File: src/verilog/loop_config_pkg.sv
// shared constants and carrier types for the loop configuration registers
package loop_config_pkg;

   // register access
   localparam int ADDR_W = 12;
   localparam int DATA_W = 8;

   // register offsets
   localparam logic [ADDR_W-1:0] ZERO_RES_OFFSET  = 12'h01D;
   localparam logic [ADDR_W-1:0] PUMP_CUR_OFFSET  = 12'h0F0;
   localparam logic [ADDR_W-1:0] FB_DIV_OFFSET    = 12'h0F1;
   localparam logic [ADDR_W-1:0] CONTROL_OFFSET   = 12'h0F2;

   // reset values
   localparam logic [3:0] ZERO_RES_RESET = 4'h0;
   localparam logic [7:0] PUMP_CUR_RESET = 8'h80;
   localparam logic [7:0] FB_DIV_RESET   = 8'h1C;
   localparam logic [7:0] CONTROL_RESET  = 8'h0B;

   // field positions
   localparam int ZERO_RES_MSB   = 3;
   localparam int FB_FINE_MSB    = 7;
   localparam int FB_FINE_LSB    = 6;
   localparam int FB_COARSE_MSB  = 5;
   localparam int FB_COARSE_LSB  = 0;
   localparam int CTL_LOCK_PD    = 7;
   localparam int CTL_RESERVED   = 6;
   localparam int CTL_DOUBLER    = 5;
   localparam int CTL_SW_ABL     = 4;
   localparam int CTL_ABL_MSB    = 3;
   localparam int CTL_ABL_LSB    = 2;
   localparam int CTL_MODE_MSB   = 1;
   localparam int CTL_MODE_LSB   = 0;

   // zero resistor values in kilohms
   localparam logic [9:0] RES_KOHM_0   = 10'h373;
   localparam logic [9:0] RES_KOHM_1   = 10'h2A5;
   localparam logic [9:0] RES_KOHM_2   = 10'h155;
   localparam logic [9:0] RES_KOHM_3   = 10'h087;
   localparam logic [9:0] RES_KOHM_LOW = 10'h00A;
   localparam logic [3:0] RES_EXT_CODE = 4'h8;

   // antibacklash width codes
   localparam logic [1:0] ABL_MIN  = 2'h0;
   localparam logic [1:0] ABL_HIGH = 2'h2;

   // pump current scale, tenths of a microamp per step
   localparam int PUMP_STEP_TENTHS_UA = 35;
   localparam int PUMP_FULL_UA        = 900;

   typedef enum logic [1:0] {
      PUMP_TRISTATE,
      PUMP_UP,
      PUMP_DOWN,
      PUMP_NORMAL
   } pump_mode_t;

   typedef struct packed {
      logic              write;
      logic              read;
      logic [ADDR_W-1:0] addr;
      logic [DATA_W-1:0] data;
   } reg_access_t;

   typedef struct packed {
      logic [9:0] zeroResKohm;
      logic       zeroResExternal;
      logic       zeroResValid;
      logic [7:0] pumpCurrent;
      logic [7:0] feedbackDivide;
      logic       feedbackLegal;
      logic       lockDetectPowerDown;
      logic       refDoubler;
      logic [1:0] antibacklashWidth;
      pump_mode_t pumpMode;
   } loop_config_t;

endpackage : loop_config_pkg

File: src/verilog/pll_loop_config_registers.sv
// configuration registers for the input loop resistor and the output loop
`timescale 1ns/100ps

module pll_loop_config_registers (
   // clock and reset
   input  wire logic                          clock,
   input  wire logic                          rst,
   // register access from the serial control port
   input  loop_config_pkg::reg_access_t       access,
   output logic [loop_config_pkg::DATA_W-1:0] readData,
   output logic                               readValid,
   // settings toward the analog loop circuits
   output loop_config_pkg::loop_config_t      loopConfig
);
   import loop_config_pkg::*;

   logic [3:0]        zeroRes_reg;
   logic [7:0]        pumpCur_reg;
   logic [7:0]        fbDiv_reg;
   logic              lockPd_reg;
   logic              doubler_reg;
   logic              swAbl_reg;
   logic [1:0]        ablField_reg;
   logic [1:0]        pumpMode_reg;
   logic [DATA_W-1:0] readData_reg;
   logic              readValid_reg;
   loop_config_t      config_reg;
   loop_config_t      config_next;

   logic wrZeroRes;
   logic wrPumpCur;
   logic wrFbDiv;
   logic wrControl;

   // decodes one register offset against the access address
   function automatic logic hit(input reg_access_t a,
                                input logic [ADDR_W-1:0] offset);
      hit = (a.addr == offset);
   endfunction : hit

   // resistor code to kilohms; codes above the external code are undefined
   function automatic logic [9:0] resKohm(input logic [3:0] code);
      unique case (code)
         4'h0:    resKohm = RES_KOHM_0;
         4'h1:    resKohm = RES_KOHM_1;
         4'h2:    resKohm = RES_KOHM_2;
         4'h3:    resKohm = RES_KOHM_3;
         4'h4,
         4'h5,
         4'h6,
         4'h7:    resKohm = RES_KOHM_LOW;
         default: resKohm = 10'h000;
      endcase
   endfunction : resKohm

   // true when the fine count is allowed for the coarse count
   function automatic logic divLegal(input logic [5:0] coarse,
                                     input logic [1:0] fine);
      if (coarse < 6'h04) begin
         divLegal = 1'b0;
      end else if (coarse == 6'h04) begin
         divLegal = (fine <= 2'h1);
      end else if (coarse <= 6'h06) begin
         divLegal = (fine <= 2'h2);
      end else begin
         divLegal = 1'b1;
      end
   endfunction : divLegal

   assign wrZeroRes = access.write && hit(access, ZERO_RES_OFFSET);
   assign wrPumpCur = access.write && hit(access, PUMP_CUR_OFFSET);
   assign wrFbDiv   = access.write && hit(access, FB_DIV_OFFSET);
   assign wrControl = access.write && hit(access, CONTROL_OFFSET);

   // upper four bits are reserved and never stored
   always_ff @(posedge clock or posedge rst) begin
      if (rst) begin
         zeroRes_reg <= ZERO_RES_RESET;
      end else if (wrZeroRes) begin
         zeroRes_reg <= access.data[ZERO_RES_MSB:0];
      end
   end

   always_ff @(posedge clock or posedge rst) begin
      if (rst) begin
         pumpCur_reg <= PUMP_CUR_RESET;
      end else if (wrPumpCur) begin
         pumpCur_reg <= access.data;
      end
   end

   // illegal fine/coarse pairs are stored as written and only flagged;
   // clamping would hide the software error from readback
   always_ff @(posedge clock or posedge rst) begin
      if (rst) begin
         fbDiv_reg <= FB_DIV_RESET;
      end else if (wrFbDiv) begin
         fbDiv_reg <= access.data;
      end
   end

   always_ff @(posedge clock or posedge rst) begin
      if (rst) begin
         lockPd_reg   <= CONTROL_RESET[CTL_LOCK_PD];
         doubler_reg  <= CONTROL_RESET[CTL_DOUBLER];
         pumpMode_reg <= CONTROL_RESET[CTL_MODE_MSB:CTL_MODE_LSB];
      end else if (wrControl) begin
         lockPd_reg   <= access.data[CTL_LOCK_PD];
         doubler_reg  <= access.data[CTL_DOUBLER];
         pumpMode_reg <= access.data[CTL_MODE_MSB:CTL_MODE_LSB];
      end
   end

   // bit 6 is reserved: not stored, reads back zero
   always_ff @(posedge clock or posedge rst) begin
      if (rst) begin
         swAbl_reg <= CONTROL_RESET[CTL_SW_ABL];
      end else if (wrControl) begin
         swAbl_reg <= access.data[CTL_SW_ABL];
      end
   end

   // handing width control to software starts from the minimum, whatever
   // the same write carries in bits 3:2
   always_ff @(posedge clock or posedge rst) begin
      if (rst) begin
         ablField_reg <= CONTROL_RESET[CTL_ABL_MSB:CTL_ABL_LSB];
      end else if (wrControl) begin
         if (!swAbl_reg && access.data[CTL_SW_ABL]) begin
            ablField_reg <= ABL_MIN;
         end else begin
            ablField_reg <= access.data[CTL_ABL_MSB:CTL_ABL_LSB];
         end
      end
   end

   // read answer one cycle after the request; unmapped offsets read zero
   always_ff @(posedge clock or posedge rst) begin
      if (rst) begin
         readData_reg <= 8'h00;
      end else if (access.read) begin
         if (hit(access, ZERO_RES_OFFSET)) begin
            readData_reg <= {4'h0, zeroRes_reg};
         end else if (hit(access, PUMP_CUR_OFFSET)) begin
            readData_reg <= pumpCur_reg;
         end else if (hit(access, FB_DIV_OFFSET)) begin
            readData_reg <= fbDiv_reg;
         end else if (hit(access, CONTROL_OFFSET)) begin
            readData_reg <= {lockPd_reg, 1'b0, doubler_reg, swAbl_reg,
                             ablField_reg, pumpMode_reg};
         end else begin
            readData_reg <= 8'h00;
         end
      end
   end

   always_ff @(posedge clock or posedge rst) begin
      if (rst) begin
         readValid_reg <= 1'b0;
      end else begin
         readValid_reg <= access.read;
      end
   end

   // analog settings follow the stored registers one cycle later
   always_comb begin
      config_next = '0;
      config_next.zeroResKohm     = resKohm(zeroRes_reg);
      config_next.zeroResExternal = (zeroRes_reg == RES_EXT_CODE);
      config_next.zeroResValid    = (zeroRes_reg <= RES_EXT_CODE);
      config_next.pumpCurrent     = pumpCur_reg;
      config_next.feedbackDivide  =
         {fbDiv_reg[FB_COARSE_MSB:FB_COARSE_LSB], 2'h0}
         + {6'h00, fbDiv_reg[FB_FINE_MSB:FB_FINE_LSB]};
      config_next.feedbackLegal   =
         divLegal(fbDiv_reg[FB_COARSE_MSB:FB_COARSE_LSB],
                  fbDiv_reg[FB_FINE_MSB:FB_FINE_LSB]);
      config_next.lockDetectPowerDown = lockPd_reg;
      config_next.refDoubler          = doubler_reg;
      config_next.antibacklashWidth   =
         swAbl_reg ? ablField_reg : ABL_HIGH;
      config_next.pumpMode            = pump_mode_t'(pumpMode_reg);
   end

   always_ff @(posedge clock or posedge rst) begin
      if (rst) begin
         config_reg <= '0;
         config_reg.zeroResKohm       <= RES_KOHM_0;
         config_reg.zeroResValid      <= 1'b1;
         config_reg.pumpCurrent       <= PUMP_CUR_RESET;
         config_reg.feedbackDivide    <= 8'h70;
         config_reg.feedbackLegal     <= 1'b1;
         config_reg.antibacklashWidth <= ABL_HIGH;
         config_reg.pumpMode          <= PUMP_NORMAL;
      end else begin
         config_reg <= config_next;
      end
   end

   assign readData  = readData_reg;
   assign readValid = readValid_reg;
   assign loopConfig = config_reg;

endmodule : pll_loop_config_registers

File: config.mk
export PLATFORM = sky130hd
export DESIGN_NAME = pll_loop_config_registers
export DESIGN_NICKNAME = d
export VERILOG_FILES = /design/src/verilog/loop_config_pkg.sv /design/src/verilog/pll_loop_config_registers.sv
export SDC_FILE = /design/constraint.sdc
export NUM_CORES = 1
export LEC_CHECK = 0
export ABC_AREA = 0
export BUFFER_PORTS_ARGS = -buffer_cell sky130_fd_sc_hd__buf_2
export CORE_ASPECT_RATIO = 2
export CORE_UTILIZATION = 45
export CTS_CLUSTER_DIAMETER = 50
export CTS_CLUSTER_SIZE = 24
export DETAILED_ROUTE_END_ITERATION = 12
export PLACE_DENSITY = 0.69
export SLEW_MARGIN = 0
export SYNTH_ARGS = -nofsm -noshare
export SYNTH_HDL_FRONTEND = slang
export SYNTH_SLANG_ARGS = --single-unit
File: constraint.sdc
create_clock -name clock -period 3.55 [get_ports clock]
set_input_delay 0.1775 -clock clock [delete_from_list [all_inputs] [get_ports clock]]
set_output_delay 0.1775 -clock clock [all_outputs]
set_load 0.05 [all_outputs]
Word-level counts from Yosys, hierarchy flattened

Memory sizes are Yosys's and may differ from the RTL's.
Index checks and enable logic that the tools add are counted.

Mux-type cells: 10
Add/sub/neg operators: 1
Reductions and logical operators: 6
Magnitude comparators: 5
Equal/unequal tests: 6

Operators with widths:

| cell                                                                             | count |
|---|---|
| 12-bit by 8-bit == test with 1-bit output, second input constant                 | 3 |
| 8-bit 2-to-1 mux                                                                 | 4 |
| 12-bit by 5-bit == test with 1-bit output, second input constant                 | 1 |
| 10-bit 2-to-1 mux                                                                | 1 |
| 8-bit by 2-bit adder with 8-bit output                                           | 1 |
| 6-bit by 3-bit == test with 1-bit output, second input constant                  | 1 |
| 6-bit by 3-bit less-or-equal comparator with 1-bit output, second input constant | 1 |
| 6-bit by 3-bit less-than comparator with 1-bit output, second input constant     | 1 |
| 1-bit logical AND                                                                | 5 |
| 4-bit == test, second input constant                                             | 1 |
| 4-bit less-or-equal comparator, second input constant                            | 1 |
| 2-bit 2-to-1 mux                                                                 | 2 |
| 1-bit 2-to-1 mux                                                                 | 3 |
| 2-bit by 1-bit less-or-equal comparator with 1-bit output, second input constant | 1 |
| 2-bit less-or-equal comparator, second input constant                            | 1 |
| 1-bit logical NOT                                                                | 1 |

ROM bits: 80
Memories: 1
Logic and storage cells: 49
Output and inout port bits: 44
Input port bits: 24
Bits in registers: 71

Memory list:

| memory          | depth | width | read ports | clocked after Yosys merged registers in | wr ports | line                            | source |
|---|---|---|---|---|---|---|---|
| (no name shown) | 8     | 10    | 1          | 0                                       | 0        | pll_loop_config_registers.sv:43 | `unique case (code)` |

Logic depth before layout (Yosys ltp)

Word-level depth: 5
Mapped depth: 5
Mapped depth without buffers: 4

Worst setup path before layout

Ideal clock, no wire load.

Kind: input-to-reg
Start: in access[8] in the netlist's numbering
End: reg readData_reg[2] (netlist: readData[2])
Library setup time: 0.126 ns
Stages: 5
Data arrival time: 1.269 ns
Required time: 3.424 ns
Slack: 2.155 ns
Buffers on the path: 1
Cells stage by stage: buf_6 > nor4_4 > nand3_2 > o221a_1 > a221o_1

Cells in the longest elaborated chain, start to end: 5
Elaborated cells between the ends (all ways): 8
Those cells by class: eq/ne (4); mux (4)

Ends and longest elaborated chain:

| what                                      | line                             | source |
|---|---|---|
| from (decl)                               | pll_loop_config_registers.sv:9   | `input loop_config_pkg::reg_access_t access,` |
| 12-bit by 8-bit == test with 1-bit output | pll_loop_config_registers.sv:38  | `hit = (a.addr == offset);` |
| 8-bit 2-to-1 mux                          | pll_loop_config_registers.sv:148 | `end else if (hit(access, CONTROL_OFFSET)) begin` |
| 8-bit 2-to-1 mux                          | pll_loop_config_registers.sv:146 | `end else if (hit(access, FB_DIV_OFFSET)) begin` |
| 8-bit 2-to-1 mux                          | pll_loop_config_registers.sv:144 | `end else if (hit(access, PUMP_CUR_OFFSET)) begin` |
| 8-bit 2-to-1 mux *                        | pll_loop_config_registers.sv:142 | `if (hit(access, ZERO_RES_OFFSET)) begin` |
| to (signal assigned)                      | pll_loop_config_registers.sv:143 | `readData_reg <= {4'h0, zeroRes_reg};` |
| to (signal assigned)                      | pll_loop_config_registers.sv:145 | `readData_reg <= pumpCur_reg;` |
| to (signal assigned)                      | pll_loop_config_registers.sv:147 | `readData_reg <= fbDiv_reg;` |
| to (decl)                                 | pll_loop_config_registers.sv:25  | `logic [DATA_W-1:0] readData_reg;` |

Mark *: on every way between the ends. The rest lies on a longest branch, timed or not.
A chain may end at the register's enable or synchronous reset.

==> impl_metrics.py <==
metrics = {
    "pwr": {
        "p_sw_mw": 0.377,
        "p_per_area_nw_per_um2": 531,
        "p_seq_share_pct": 43.8,
        "p_int_mw": 1.41,
        "clock_power_share_pct": 52.0,
        "pwr-share-comb_pct": 4.2,
        "p_leak_nw": 1.69,
        "p_sw_share_pct": 21.0,
        "irDropWorstVdd_mv": 0.457,
    },
    "drt": {
        "vias_per_cell": 5.53,
        "wl_per_cell_microns": 17.2,
        "vias": 1835,
        "route.detailed.drc": 0,
        "dr.pass1.iters": 4,
        "drt_iter0_drc": 56,
        "routed_wl_mm": 5.70,
        "ant_nets": 0,
    },
    "placed_design": {
        "globalplace.congestion": 0.912,
        "io_buffers": 67,
        "place_ws_ns": 1.84,
        "dpl.hpwl_mm": 4.19,
    },
    "floorplan": {
        "fp-row-count": 39,
        "initial_core_util_pct": 47.0,
        "core-area_sq_um": 5710,
        "die_area_sq_um": 6290,
        "die_x_microns": 56.6,
        "die_y_microns": 111,
        "pin_count": 68,
    },
    "synthesis": {
        "avgSynthCellArea_sq_um": 13.8,
        "syn_nets": 219,
        "synth_edf_count": 0,
        "synth_seq_cells": 68,
        "seq_area_frac_synth_pct": 64.4,
        "synth-warning-count": 0,
        "syn-cell-area_sq_um": 2680,
        "postSynth.asyncResetShare_pct": 100,
        "netlist_instances": 194,
        "synth_ff_type": "dfrtp_1",
        "synth_cell_types": 42,
    },
    "finish": {
        "drive_gt1_share_pct": 50.6,
        "diodes": 0,
        "layout.nets": 291,
        "syn_to_final_growth_pct": 25.6,
        "largest_reg_flops": 32,
    },
    "global_routing": {
        "grt_usage_pct": 20.7,
        "grt_pass1_vias": 1850,
        "antenna_found_initial": 0,
        "grt_overflow_total": 0,
        "grt_max_degree": 38,
        "grt_pass1_wl_mm": 9.38,
    },
    "worst_hold_path": {
        "hold_path_class": "input pin to flop",
    },
    "sta": {
        "hold_viol": 0,
        "setup_slack_ns": 2.14,
        "rsz0062_at_grt": "no",
        "maxSlewHeadroom_pct": 50.9,
        "finalClockSkew_ns": 0.00296,
        "tns_ns": 0,
        "worst_pin_slew_ns": 0.735,
        "fmax_mhz": 707,
        "setup_viol": 0,
        "post-route-min-period_ns": 1.41,
        "drv_slew": 0,
        "fin_crit_sh_pct": 39.8,
    },
    "setup_path": {
        "arrival_ns": 1.85,
        "critPathMaxStageDelay_ns": 0.53,
        "cp_cell_sequence": "dlygate4sd3_1 -> buf_2 -> inv_2 -> buf_4",
        "cp_top_family": "buffers and inverters",
        "critPathKind": "input pin to asynchronous set/reset pin",
        "end_kind": "asynchronous set/reset pin",
        "cp_max_fo": 37,
        "required_ns": 3.99,
        "path_buf_inv": 4,
        "worst_setup_path_start_kind": "input pin",
        "cpMaxStageDelayCell": "dlygate4sd3_1",
    },
    "clocking": {
        "max-clock-path-buffers": 2,
        "cts_tree": "done",
        "clock-sinks": 68,
        "clk_pin_slew_worst_paths_ns": 0.05,
        "numCtsBuffers": 9,
        "htree_levels": 3,
        "root_buffer": "clkbuf_16",
        "cts_resized": 0,
        "clk_latency_ns": 0.33,
    },
    "run": {
        "maxCapViolations": 0,
    },
    "run_status": {
        "status": "finished, final reports clean",
    },
}
power by group through the flow:
stage / Clock [mW] / Sequential [mW] / Combinational (mW)
after floorplan: 0 / 0.806 / 0.0337
after global placement: 0 / 0.797 / 0.0741
after detailed placement: 0 / 0.797 / 0.0754
after CTS: 0.949 / 0.784 / 0.0764
after global routing: 0.982 / 0.784 / 0.0834
final: 0.931 / 0.784 / 0.0752
cells by family after synthesis:
logic type	share of synthesized area, %
AOI/OAI and AO/OA	8.21
and+or+nand+nor	11.8
adders and majority gates	0.466
DFF	64.4
buffers and inverters	4.29
muxes	10.9
placed cells by master (no fill, tap or decap), types with 4 or more instances in the layout:
master	instances
inv_1	14
dfstp_2	20
mux2_2	24
nor3_1	4
buf_2	67
nor2_1	10
dfrtp_1	48
o21ai_0	4
clkbuf_16	9
nand2_1	7
a21oi_1	10
cell type report:
class / instances / area (sq um)
clock inverters: 7 / 91.3
clock buffers: 9 / 225
inverters: 15 / 56.3
multi-input cells: 103 / 841
well taps: 61 / 76.3
flip-flops and latches: 68 / 1730
fillers: 483 / 2340
repair buffers: 69 / 353
cells in the mapped netlist (all sizes together) (3+ instances only):
library cell	instances	area (sq um)
a21oi	10	50.1
a221o	3	30.0
and3	4	26.3
buf	7	55.1
dfrtp	48	1200
dfstp	20	526
inv	15	56.3
mux2	25	282
nand2	7	26.3
nand3	6	60.1
nor2	10	37.5
nor2b	3	18.8
nor3	4	20.0
o21ai	4	20.0
o221a	3	33.8
o32ai	3	26.3
timing repair:
action / in CTS / in global routing
hold buffers: 1 / 0
buffers inserted: 0 / 0
hold endpoints to repair: 11 / 0
worst reg2reg max path: cells and delay by family, from the launching register on:
family	cells	cell delay [ns]
AO/OA/AOI/OAI	2	0.42
flip-flops	1	0.40
AND/OR/NAND/NOR	1	0.25
multiplexers	1	0.14
routing by layer:
metal | wire [microns] | vias to the layer above | global-route usage (%)
met3 | 353 | 13 | 5.95
met4 | 180 | 0 | 11.4
met5 | 0 | - | 0
li1 | - | 831 | -
met1 | 2060 | 907 | 23.0
met2 | 3110 | 84 | 34.8
path summary, 6_finish.rpt:
path                                      from             end  slack [ns]  depth (start not counted)
worst max-delay path                       rst    fbDiv_reg[4]        2.14                          4
min in group asynchronous                  rst  loopConfig[10]        0.51                          3
worst min register to register  pumpCur_reg[7]  loopConfig[22]        0.38                          0
worst min-delay path                access[20]       readValid        0.08                          1
max in group clock                   access[9]       swAbl_reg        2.18                          4
worst max register to register  pumpCur_reg[3]     readData[3]        2.21                          4
stage by stage:
stage | power (mW) | util [%] | hold slack (ns) | instances | area (sq um)
after global placement | 0.871 | 53.3 | 0.338 | 315 | 3040
after detailed placement | 0.872 | 53.3 | 0.343 | 315 | 3040
final | 1.79 | 59.0 | 0.0791 | 332 | 3370
after CTS | 1.81 | 59.0 | 0.0684 | 332 | 3370
after floorplan | 0.840 | - | 0.209 | 194 | 2680
after global routing | 1.85 | 59.0 | 0.0805 | 332 | 3370
Power figures use the tool's default switching activity.
